## config.mk

```make
export PLATFORM = sky130hd
export DESIGN_NAME = rmc_mode_ctrl
export DESIGN_NICKNAME = d
export VERILOG_FILES = /design/src/verilog/rmc_mode_ctrl.v /design/src/verilog/rmc_wait_timer.v /design/src/verilog/rmc_mode_decode.v
export VERILOG_INCLUDE_DIRS = /design/src /design/src/verilog
export SDC_FILE = /design/constraint.sdc
export NUM_CORES = 1
export LEC_CHECK = 0
export ABC_AREA = 1
export BUFFER_PORTS_ARGS = -buffer_cell sky130_fd_sc_hd__buf_4
export CAP_MARGIN = 20
export CORE_ASPECT_RATIO = 1.1
export CORE_MARGIN = 1
export CORE_UTILIZATION = 32
export CTS_CLUSTER_SIZE = 40
export DETAILED_ROUTE_END_ITERATION = 10
export GPL_ROUTABILITY_DRIVEN = 0
export PLACE_DENSITY = 0.56
export REMOVE_ABC_BUFFERS = 1
export SLEW_MARGIN = 20
export SYNTH_ARGS = -nofsm -noshare
export SYNTH_HDL_FRONTEND = slang
export SYNTH_HIERARCHICAL = 1
export SYNTH_SLANG_ARGS = --single-unit
```

## constraint.sdc

```tcl
create_clock -name CLK -period 4.6 [get_ports CLK]
set_input_delay 0.69 -clock CLK [delete_from_list [all_inputs] [get_ports CLK]]
set_output_delay 0.69 -clock CLK [all_outputs]
set_load 0.03 [all_outputs]
```

## src/verilog/rmc_consts.vh

```
// constants for the mode register controller: register map, fields, timing counts
`ifndef RMC_CONSTS_VH
`define RMC_CONSTS_VH

// ****************************************************************
// software register map (byte addresses)
// ****************************************************************
`define RMC_OFF_MODE       8'h00
`define RMC_OFF_CMD        8'h04
`define RMC_OFF_STATUS     8'h08
`define RMC_OFF_APPLIED    8'h0C
`define RMC_OFF_ORG        8'h10

// command register bits
`define RMC_CMD_ISSUE      0
`define RMC_CMD_DUMMY      1

// status register bits
`define RMC_ST_BUSY        0
`define RMC_ST_RECOVER     1
`define RMC_ST_LOCKING     2
`define RMC_ST_REFUSED     3
`define RMC_ST_STALE       4
`define RMC_ST_SPLIT       5

// organisation register fields
`define RMC_ORG_LSB        0
`define RMC_ORG_MSB        1
`define RMC_ORG_LATE_DIE   2
`define RMC_ORG_X9         2'h0
`define RMC_ORG_X18        2'h1
`define RMC_ORG_X36        2'h2

// ****************************************************************
// mode word layout
// ****************************************************************
`define RMC_MODE_W         18
`define RMC_MODE_RESET     18'h0_0000
`define RMC_CFG_LSB        0
`define RMC_CFG_MSB        2
`define RMC_BURST_LSB      3
`define RMC_BURST_MSB      4
`define RMC_SPLIT_BIT      5
`define RMC_UNUSED_BIT     6
`define RMC_LOCK_BIT       7
`define RMC_DRIVE_BIT      8
`define RMC_TERM_BIT       9
`define RMC_ZERO_LSB       10
`define RMC_ZERO_MSB       17
`define RMC_LIVE_MASK      18'h0_03BF

// configuration codes and burst codes
`define RMC_CFG_1          3'h1
`define RMC_CFG_2          3'h2
`define RMC_CFG_3          3'h3
`define RMC_CFG_4          3'h4
`define RMC_CFG_5          3'h5
`define RMC_BURST_2        2'h0
`define RMC_BURST_4        2'h1
`define RMC_BURST_8        2'h2

// cycle figures per configuration
`define RMC_RC_CFG1        4'h4
`define RMC_RC_CFG2        4'h6
`define RMC_RC_CFG3        4'h8
`define RMC_RC_CFG4        4'h3
`define RMC_RC_CFG5        4'h5
`define RMC_RC_WR_RD_CFG4  4'h4
`define RMC_WL_EXTRA       4'h1

// address msb for burst 2 per width; one fewer per doubling
`define RMC_AMSB_X9        5'h14
`define RMC_AMSB_X18       5'h13
`define RMC_AMSB_X36       5'h12

// multiplexed address: pins used per part
`define RMC_SPLIT_PINS     11
`define RMC_ADDR_W         21

// ****************************************************************
// timing counts in CK cycles
// ****************************************************************
`define RMC_TIMER_W        11
`define RMC_RECOVERY_CYC   11'h006
`define RMC_LOCK_CYC       11'h400

`endif

```

## src/verilog/rmc_mode_ctrl.v

```verilog
// host-side mode register controller: issues mode-set commands and guards their timing
//
// What this block does
// - after a valid mode-set, wait the recovery time before any other command
// - back-to-back dummy mode-sets for power-up reset skip the recovery wait
// - issue mode-set only while every bank is idle
// - changing burst length makes earlier stored data invalid
// - drive address bits ten to seventeen low; bit six is ignored
// - never program burst eight with setup one or setup four
// - three-cycle setup needs four cycles for write then read same bank
// - burst eight on the 36-bit width only with the later die
// - multiplexed address goes out in two parts on successive edges
// - bank address travels with the command and first address part
// - refresh has no second part, so refreshes may run back to back
// - multiplexed mode costs bus efficiency only at burst length two
// - after DLL enable, wait 1024 cycles before any read
// - on clock or supply change: DLL off, recover, DLL on, wait 1024
`timescale 1ns/1ns
`include "rmc_consts.vh"

module rmc_mode_ctrl (
   // clock, reset, enable
   input  wire                    CLK,
   input  wire                    RESET,
   input  wire                    CE,
   // software register port
   input  wire [7:0]              REG_ADDR,
   input  wire [31:0]             REG_WDATA,
   input  wire                    REG_WR,
   input  wire                    REG_RD,
   output reg  [31:0]             REG_RDATA,
   // state of the rest of the memory controller
   input  wire                    BANKS_IDLE,
   // device command and address pins
   output reg                     MEM_CS_N,
   output reg                     MEM_WE_N,
   output reg                     MEM_REF_N,
   output reg  [`RMC_ADDR_W-1:0]  MEM_ADDR,
   output reg  [2:0]              MEM_BA,
   // holds and settings for the command scheduler
   output wire                    CMD_HOLD,
   output wire                    READ_HOLD,
   output reg  [3:0]              READ_LATENCY,
   output reg  [3:0]              WRITE_LATENCY,
   output reg  [3:0]              ROW_CYCLE,
   output reg  [3:0]              WR_RD_ROW_CYCLE,
   output reg  [3:0]              BURST_LEN,
   output reg  [4:0]              ADDR_MSB,
   output reg                     ADDR_SPLIT,
   output reg                     DLL_ON,
   output reg                     DRIVE_EXTERNAL,
   output reg                     TERMINATION_ON
);

   // ****************************************************************
   // states
   // ****************************************************************
   localparam [2:0] ST_IDLE    = 3'h0;
   localparam [2:0] ST_WAIT    = 3'h1;
   localparam [2:0] ST_FIRST   = 3'h2;
   localparam [2:0] ST_SECOND  = 3'h3;
   localparam [2:0] ST_RECOVER = 3'h4;

   // ****************************************************************
   // declarations
   // ****************************************************************
   reg  [2:0]             state_reg;
   reg  [2:0]             state_next;
   reg  [`RMC_MODE_W-1:0] staged_reg;
   reg  [`RMC_MODE_W-1:0] pending_reg;
   reg  [`RMC_MODE_W-1:0] applied_reg;
   reg  [1:0]             org_reg;
   reg                    late_die_reg;
   reg                    dummy_reg;
   reg                    refused_reg;
   reg                    stale_reg;
   reg                    start_recovery;
   reg                    start_lock;
   wire                   recovering;
   wire                   locking;
   wire                   legal;
   wire [3:0]             dec_rl;
   wire [3:0]             dec_wl;
   wire [3:0]             dec_rc;
   wire [3:0]             dec_wrrd;
   wire [3:0]             dec_bl;
   wire [4:0]             dec_msb;
   wire                   busy;
   wire                   cmd_wr;
   wire                   issue_req;
   wire                   dummy_req;
   wire                   accept;
   wire                   refuse;
   wire                   applying;
   wire [`RMC_MODE_W-1:0] clean_word;

   // bits 10..17 and the unused bit go out low
   function [`RMC_MODE_W-1:0] scrub;
      input [`RMC_MODE_W-1:0] w;
      begin
         scrub = w & `RMC_LIVE_MASK;
      end
   endfunction

   // register port decode, shared by write and read paths
   function hit;
      input [7:0] a;
      input [7:0] off;
      begin
         hit = (a == off);
      end
   endfunction

   assign busy       = (state_reg != ST_IDLE);
   assign cmd_wr     = REG_WR && hit(REG_ADDR, `RMC_OFF_CMD);
   assign issue_req  = cmd_wr && REG_WDATA[`RMC_CMD_ISSUE];
   assign dummy_req  = cmd_wr && REG_WDATA[`RMC_CMD_DUMMY] && !REG_WDATA[`RMC_CMD_ISSUE];
   // a valid mode-set with an illegal combination never reaches the pins
   assign accept     = !busy && (dummy_req || (issue_req && legal));
   assign refuse     = cmd_wr && (REG_WDATA[`RMC_CMD_ISSUE] || REG_WDATA[`RMC_CMD_DUMMY])
                       && !accept;
   assign applying   = (state_reg == ST_RECOVER) && !recovering && !start_recovery;
   assign clean_word = scrub(staged_reg);

   // other commands wait for the whole mode-set and its recovery
   assign CMD_HOLD   = busy;
   assign READ_HOLD  = busy || locking;

   // ****************************************************************
   // decoding and timers
   // ****************************************************************
   rmc_mode_decode u_decode (
      .mode_word       (staged_reg),
      .org             (org_reg),
      .late_die        (late_die_reg),
      .read_latency    (),
      .write_latency   (),
      .row_cycle       (),
      .wr_rd_row_cycle (),
      .burst_len       (),
      .addr_msb        (),
      .legal           (legal)
   );

   rmc_mode_decode u_applied (
      .mode_word       (applied_reg),
      .org             (org_reg),
      .late_die        (late_die_reg),
      .read_latency    (dec_rl),
      .write_latency   (dec_wl),
      .row_cycle       (dec_rc),
      .wr_rd_row_cycle (dec_wrrd),
      .burst_len       (dec_bl),
      .addr_msb        (dec_msb),
      .legal           ()
   );

   rmc_wait_timer u_recovery (
      .CLK        (CLK),
      .RESET      (RESET),
      .CE         (CE),
      .load       (start_recovery),
      .load_value (`RMC_RECOVERY_CYC),
      .busy       (recovering)
   );

   rmc_wait_timer u_lock (
      .CLK        (CLK),
      .RESET      (RESET),
      .CE         (CE),
      .load       (start_lock),
      .load_value (`RMC_LOCK_CYC),
      .busy       (locking)
   );

   // ****************************************************************
   // sequencer
   // ****************************************************************
   always @* begin
      state_next     = state_reg;
      start_recovery = 1'b0;
      start_lock     = 1'b0;
      case (state_reg)
         ST_IDLE: begin
            if (accept) begin
               state_next = ST_WAIT;
            end
         end
         ST_WAIT: begin
            if (BANKS_IDLE) begin
               state_next = ST_FIRST;
            end
         end
         ST_FIRST: begin
            // the format follows the mode in force, not the one being sent
            if (applied_reg[`RMC_SPLIT_BIT] && !dummy_reg) begin
               state_next = ST_SECOND;
            end else if (dummy_reg) begin
               state_next = ST_IDLE;
            end else begin
               state_next     = ST_RECOVER;
               start_recovery = 1'b1;
               start_lock     = pending_reg[`RMC_LOCK_BIT];
            end
         end
         ST_SECOND: begin
            state_next     = ST_RECOVER;
            start_recovery = 1'b1;
            start_lock     = pending_reg[`RMC_LOCK_BIT];
         end
         ST_RECOVER: begin
            if (applying) begin
               state_next = ST_IDLE;
            end
         end
         default: begin
            state_next = ST_IDLE;
         end
      endcase
   end

   always @(posedge CLK) begin
      if (RESET) begin
         state_reg   <= ST_IDLE;
         pending_reg <= `RMC_MODE_RESET;
         applied_reg <= `RMC_MODE_RESET;
         dummy_reg   <= 1'b0;
         stale_reg   <= 1'b0;
      end else if (CE) begin
         state_reg <= state_next;
         if (accept) begin
            // dummies carry an all-low address
            pending_reg <= dummy_req ? `RMC_MODE_RESET : clean_word;
            dummy_reg   <= dummy_req;
         end
         if (applying) begin
            applied_reg <= pending_reg;
         end
         // set wins over a software clear in the same cycle
         if (applying && (pending_reg[`RMC_BURST_MSB:`RMC_BURST_LSB]
                          != applied_reg[`RMC_BURST_MSB:`RMC_BURST_LSB])) begin
            stale_reg <= 1'b1;
         end else if (REG_WR && hit(REG_ADDR, `RMC_OFF_STATUS)
                      && REG_WDATA[`RMC_ST_STALE]) begin
            stale_reg <= 1'b0;
         end
      end
   end

   // ****************************************************************
   // device pins
   // ****************************************************************
   always @(posedge CLK) begin
      if (RESET) begin
         MEM_CS_N  <= 1'b1;
         MEM_WE_N  <= 1'b1;
         MEM_REF_N <= 1'b1;
         MEM_ADDR  <= {`RMC_ADDR_W{1'b0}};
         MEM_BA    <= 3'h0;
      end else if (CE) begin
         MEM_CS_N  <= 1'b1;
         MEM_WE_N  <= 1'b1;
         MEM_REF_N <= 1'b1;
         MEM_ADDR  <= {`RMC_ADDR_W{1'b0}};
         MEM_BA    <= 3'h0;
         if (state_reg == ST_WAIT && BANKS_IDLE) begin
            MEM_CS_N  <= 1'b0;
            MEM_WE_N  <= 1'b0;
            MEM_REF_N <= 1'b0;
            if (applied_reg[`RMC_SPLIT_BIT] && !dummy_reg) begin
               // first part: low eleven mode bits on the eleven pins
               MEM_ADDR[`RMC_SPLIT_PINS-1:0] <=
                  pending_reg[`RMC_SPLIT_PINS-1:0];
            end else begin
               MEM_ADDR[`RMC_MODE_W-1:0] <= pending_reg;
            end
         end else if (state_reg == ST_FIRST && applied_reg[`RMC_SPLIT_BIT] && !dummy_reg) begin
            // second part rides a deselect cycle on the next edge
            MEM_ADDR[`RMC_MODE_W-`RMC_SPLIT_PINS-1:0] <=
               pending_reg[`RMC_MODE_W-1:`RMC_SPLIT_PINS];
         end
      end
   end

   // ****************************************************************
   // settings for the scheduler, from the applied word
   // ****************************************************************
   always @(posedge CLK) begin
      if (RESET) begin
         READ_LATENCY    <= `RMC_RC_CFG1;
         WRITE_LATENCY   <= `RMC_RC_CFG1 + `RMC_WL_EXTRA;
         ROW_CYCLE       <= `RMC_RC_CFG1;
         WR_RD_ROW_CYCLE <= `RMC_RC_CFG1;
         BURST_LEN       <= 4'h2;
         ADDR_MSB        <= `RMC_AMSB_X9;
         ADDR_SPLIT      <= 1'b0;
         DLL_ON          <= 1'b0;
         DRIVE_EXTERNAL  <= 1'b0;
         TERMINATION_ON  <= 1'b0;
      end else if (CE) begin
         READ_LATENCY    <= dec_rl;
         WRITE_LATENCY   <= dec_wl;
         ROW_CYCLE       <= dec_rc;
         WR_RD_ROW_CYCLE <= dec_wrrd;
         BURST_LEN       <= dec_bl;
         ADDR_MSB        <= dec_msb;
         ADDR_SPLIT      <= applied_reg[`RMC_SPLIT_BIT];
         DLL_ON          <= applied_reg[`RMC_LOCK_BIT];
         DRIVE_EXTERNAL  <= applied_reg[`RMC_DRIVE_BIT];
         TERMINATION_ON  <= applied_reg[`RMC_TERM_BIT];
      end
   end

   // ****************************************************************
   // software registers
   // ****************************************************************
   always @(posedge CLK) begin
      if (RESET) begin
         staged_reg   <= `RMC_MODE_RESET;
         org_reg      <= `RMC_ORG_X9;
         late_die_reg <= 1'b0;
         refused_reg  <= 1'b0;
         REG_RDATA    <= 32'h0000_0000;
      end else if (CE) begin
         if (REG_WR && hit(REG_ADDR, `RMC_OFF_MODE)) begin
            staged_reg <= REG_WDATA[`RMC_MODE_W-1:0];
         end
         if (REG_WR && hit(REG_ADDR, `RMC_OFF_ORG)) begin
            org_reg      <= REG_WDATA[`RMC_ORG_MSB:`RMC_ORG_LSB];
            late_die_reg <= REG_WDATA[`RMC_ORG_LATE_DIE];
         end
         if (refuse) begin
            refused_reg <= 1'b1;
         end else if (REG_WR && hit(REG_ADDR, `RMC_OFF_STATUS)
                      && REG_WDATA[`RMC_ST_REFUSED]) begin
            refused_reg <= 1'b0;
         end
         REG_RDATA <= 32'h0000_0000;
         if (REG_RD) begin
            if (hit(REG_ADDR, `RMC_OFF_MODE)) begin
               REG_RDATA[`RMC_MODE_W-1:0] <= staged_reg;
            end else if (hit(REG_ADDR, `RMC_OFF_STATUS)) begin
               REG_RDATA[`RMC_ST_BUSY]    <= busy;
               REG_RDATA[`RMC_ST_RECOVER] <= recovering;
               REG_RDATA[`RMC_ST_LOCKING] <= locking;
               REG_RDATA[`RMC_ST_REFUSED] <= refused_reg;
               REG_RDATA[`RMC_ST_STALE]   <= stale_reg;
               REG_RDATA[`RMC_ST_SPLIT]   <= applied_reg[`RMC_SPLIT_BIT];
            end else if (hit(REG_ADDR, `RMC_OFF_APPLIED)) begin
               REG_RDATA[`RMC_MODE_W-1:0] <= applied_reg;
            end else if (hit(REG_ADDR, `RMC_OFF_ORG)) begin
               REG_RDATA[`RMC_ORG_MSB:`RMC_ORG_LSB] <= org_reg;
               REG_RDATA[`RMC_ORG_LATE_DIE]         <= late_die_reg;
            end
         end
      end
   end

endmodule // rmc_mode_ctrl

```

## src/verilog/rmc_wait_timer.v

```verilog
// down-counting wait timer: busy while a loaded count runs out
`timescale 1ns/1ns
`include "rmc_consts.vh"

module rmc_wait_timer (
   // clock and reset
   input  wire                    CLK,
   input  wire                    RESET,
   input  wire                    CE,
   // control
   input  wire                    load,
   input  wire [`RMC_TIMER_W-1:0] load_value,
   output wire                    busy
);

   reg [`RMC_TIMER_W-1:0] count_reg;

   assign busy = (count_reg != {`RMC_TIMER_W{1'b0}});

   always @(posedge CLK) begin
      if (RESET) begin
         count_reg <= {`RMC_TIMER_W{1'b0}};
      end else if (CE) begin
         if (load) begin
            count_reg <= load_value;
         end else if (busy) begin
            count_reg <= count_reg - {{(`RMC_TIMER_W-1){1'b0}}, 1'b1};
         end
      end
   end

endmodule // rmc_wait_timer

```

## src/verilog/rmc_mode_decode.v

```verilog
// decodes a mode word into latencies, burst length, address width and legality
`timescale 1ns/1ns
`include "rmc_consts.vh"

module rmc_mode_decode (
   // mode word and organisation
   input  wire [`RMC_MODE_W-1:0] mode_word,
   input  wire [1:0]             org,
   input  wire                   late_die,
   // decoded settings
   output reg  [3:0]             read_latency,
   output wire [3:0]             write_latency,
   output wire [3:0]             row_cycle,
   output reg  [3:0]             wr_rd_row_cycle,
   output reg  [3:0]             burst_len,
   output reg  [4:0]             addr_msb,
   output wire                   legal
);

   wire [2:0] cfg   = mode_word[`RMC_CFG_MSB:`RMC_CFG_LSB];
   wire [1:0] burst = mode_word[`RMC_BURST_MSB:`RMC_BURST_LSB];
   reg        cfg_ok;
   reg        burst_ok;
   reg  [4:0] base_msb;

   always @* begin
      cfg_ok          = 1'b1;
      wr_rd_row_cycle = `RMC_RC_CFG1;
      case (cfg)
         `RMC_CFG_1: read_latency = `RMC_RC_CFG1;
         `RMC_CFG_2: read_latency = `RMC_RC_CFG2;
         `RMC_CFG_3: read_latency = `RMC_RC_CFG3;
         `RMC_CFG_4: read_latency = `RMC_RC_CFG4;
         `RMC_CFG_5: read_latency = `RMC_RC_CFG5;
         default: begin
            read_latency = `RMC_RC_CFG1;
            cfg_ok       = 1'b0;
         end
      endcase
      // three-cycle setup needs one more cycle for write then read, same bank
      if (cfg == `RMC_CFG_4) begin
         wr_rd_row_cycle = `RMC_RC_WR_RD_CFG4;
      end else begin
         wr_rd_row_cycle = read_latency;
      end
   end

   assign row_cycle     = read_latency;
   assign write_latency = read_latency + `RMC_WL_EXTRA;

   always @* begin
      case (org)
         `RMC_ORG_X18: base_msb = `RMC_AMSB_X18;
         `RMC_ORG_X36: base_msb = `RMC_AMSB_X36;
         default:      base_msb = `RMC_AMSB_X9;
      endcase
      burst_ok = 1'b1;
      case (burst)
         `RMC_BURST_2: begin
            burst_len = 4'h2;
            addr_msb  = base_msb;
         end
         `RMC_BURST_4: begin
            burst_len = 4'h4;
            addr_msb  = base_msb - 5'h01;
         end
         `RMC_BURST_8: begin
            burst_len = 4'h8;
            addr_msb  = base_msb - 5'h02;
            // no burst 8 with the two shortest row-cycle setups
            if (cfg == `RMC_CFG_1 || cfg == `RMC_CFG_4) begin
               burst_ok = 1'b0;
            end
            if (org == `RMC_ORG_X36 && !late_die) begin
               burst_ok = 1'b0;
            end
         end
         default: begin
            burst_len = 4'h2;
            addr_msb  = base_msb;
            burst_ok  = 1'b0;
         end
      endcase
   end

   assign legal = cfg_ok & burst_ok;

endmodule // rmc_mode_decode

```

==> impl_metrics.env <==
export IMPL_outcome="finished, final reports clean"
export IMPL_critPathTopFamily="simple AND/OR/NAND/NOR gates"
export IMPL_r2r_start="u_recovery/count_reg[0]"
export IMPL_die_y_um=150
export IMPL_drc=0
export IMPL_clock_skew_ns=0.0146
export IMPL_initial_core_util_pct=33.0
export IMPL_antenna_found_initial=0
export IMPL_maxSlewViolCount=0
export IMPL_hold_class="reg -> reg"
export IMPL_die_area_um2=20600
export IMPL_grt_ovfl_total=0
export IMPL_grt_pass1_vias=5276
export IMPL_relSlewSlack_pct=34.8
export IMPL_nets=1075
export IMPL_post_cts_resized=0
export IMPL_routed_via_density=4.52
export IMPL_worstHoldStart="WRITE_LATENCY[2]"
export IMPL_fin_crit_sh_pct=59.4
export IMPL_clkLatencyLatePin_ns=0.42
export IMPL_antenna_left=0
export IMPL_layout_drive_gt1_share_pct=16.9
export IMPL_ir_worst_vdd_uv=266
export IMPL_reg2reg_to="stale_reg"
export IMPL_switching_share_pct=37.0
export IMPL_pwr_share_clk_pct=34.8
export IMPL_worstSetupStartpoint="u_lock/count_reg[0]"
export IMPL_io_buffer_count=92
export IMPL_worstHoldEndpoint="WRITE_LATENCY[2]"
export IMPL_tns_ns=0
export IMPL_comb_power_share_pct=29.8
export IMPL_core_area_um2=19400
export IMPL_num_vias=5763
export IMPL_path_buf_inv=2
export IMPL_max_cap_violations=0
export IMPL_wl_per_cell_um=12.4
export IMPL_cts_clk_slew_worst_paths_ns=0.06
export IMPL_setup_viol=0
export IMPL_syn_to_final_growth_pct=20.5
export IMPL_cpPeakStageDelay_ns=0.35
export IMPL_cp_data_required_time_ns=3.91
export IMPL_postCtsSetupRepairBufs=0
export IMPL_cts_root_buf="clkbuf_16"
export IMPL_wl_mm=15.8
export IMPL_final_cells=1275
export IMPL_worstPathCellList="inv_1 -> ha_1 -> nand2_2 -> nor2_1 -> nand3b_1 -> or2_2 -> buf_4"
export IMPL_worstSetupPathDepth=7
export IMPL_netlist_area_um2=6400
export IMPL_die_x_um=137
export IMPL_fin_crit_ns=2.73
export IMPL_post_synth_cell_area_avg_um2=6.95
export IMPL_dp_cells=1243
export IMPL_htree_levels=4
export IMPL_dpl_hpwl_mm=10.9
export IMPL_cts_hold_buf=0
export IMPL_cts_buffer_depth=2
export IMPL_switchingPower_mw=1.32
export IMPL_intPower_mw=2.25
export IMPL_yosysWarnings=6
export IMPL_pwr_share_seq_pct=35.3
export IMPL_cellPowerDensity_nw_per_um2=464
export IMPL_rrSetupSlack_ns=2.29
export IMPL_cp_slowest_cell="or2_2"
export IMPL_grt_start_max_net_pins=64
export IMPL_gr_usage_all_layers_pct=16.4
export IMPL_first_iter_violations=271
export IMPL_reg2reg_depth=10
export IMPL_critPathKind="reg -> out"
export IMPL_fmax_ghz=0.366
export IMPL_cts_buffers=17
export IMPL_min_path_cells=2
export IMPL_cts_sinks=124
export IMPL_hold_viol_final=0
export IMPL_dr_pass1_iters=4
export IMPL_leakagePower_nw=3.42
export IMPL_endpoint_kind="output port"
export IMPL_cts_tree="done"
export IMPL_critPathLaunchType="register"
export IMPL_netlist_instances=921
export IMPL_rsz0062_at_grt="no"
export IMPL_critPathArrivalTime_ns=2.04
export IMPL_antennaDiodeCount=0
export IMPL_grt_first_pass_wirelength_mm=26.3
export IMPL_cp_max_fo=7
export IMPL_worst_pin_slew_ns=0.979
export IMPL_ios=136
export IMPL_placementRows=53
## per-layer routing
metal  vias to the layer above  routed length [µm]  part of all wire (%)  global-route usage [%]
li1                       3066                   -                     -                       -
met1                      2589                7980                    50                    22.6
met2                       103                7110                    45                    25.3
met3                         5                 613                   3.9                    3.60
met4                         0                 102                  0.65                    5.27
met5                         -                   0                     0                       0
## placed cells by master, fill, tap and decap left out, drive strengths merged, types with 5 or more instances in the layout
master	instances
dfxtp	124
inv	97
ha	14
nor3	11
buf	95
a21oi	79
o21ai	89
conb	54
clkbuf	18
a211oi	5
o211ai	5
nand2	202
nor2	144
nand3	59
## worst max-delay path by stage
| stage | end | slack [ns] |
|---|---|---|
| floorplan | READ_HOLD | 2.59 |
| global placement | READ_HOLD | 2.27 |
| detailed placement | READ_HOLD | 2.27 |
| CTS | READ_HOLD | 1.81 |
| global route | READ_HOLD | 1.71 |
| finish | READ_HOLD | 1.87 |
## layout make-up
cell class | instances | area, µm²
Tap cell | 247 | 309
Inverter | 91 | 344
Multi-Input combinational cell | 686 | 3310
Clock inverter | 14 | 110
Sequential cell | 124 | 2480
Timing Repair Buffer | 95 | 713
Clock buffer | 18 | 439
Fill cell | 2058 | 11700
## tightest hold or removal path, cell delays in order, from the launching register on
cell,delay (ns)
dfxtp_1,0.32
nand2_1,0.05
nand3_1,0.05
## per-stage QoR
stage / setup slack (ns) / util (%) / instance area [µm²] / hold WS [ns] / power, mW
2_1_floorplan: 2.59 / - / 6130 / 0.441 / 2.09
3_3_place_gp: 2.27 / 37.0 / 7160 / 0.441 / 2.34
3_5_place_dp: 2.27 / 37.0 / 7160 / 0.446 / 2.35
4_1_cts: 1.81 / 39.8 / 7710 / 0.462 / 3.61
5_1_grt: 1.71 / 39.8 / 7710 / 0.484 / 3.84
6_report: 1.87 / 39.8 / 7710 / 0.457 / 3.57
## power by group through the flow
| stage | Clock, mW | Combinational, mW | Sequential [mW] |
|---|---|---|---|
| after global routing | 1.33 | 1.23 | 1.28 |
| final | 1.25 | 1.07 | 1.26 |
| after global placement | 0 | 1.06 | 1.28 |
| after CTS | 1.28 | 1.07 | 1.26 |
| after floorplan | 0 | 0.796 | 1.30 |
| after detailed placement | 0 | 1.07 | 1.28 |
No activity file was read; power rests on OpenSTA's default activity.
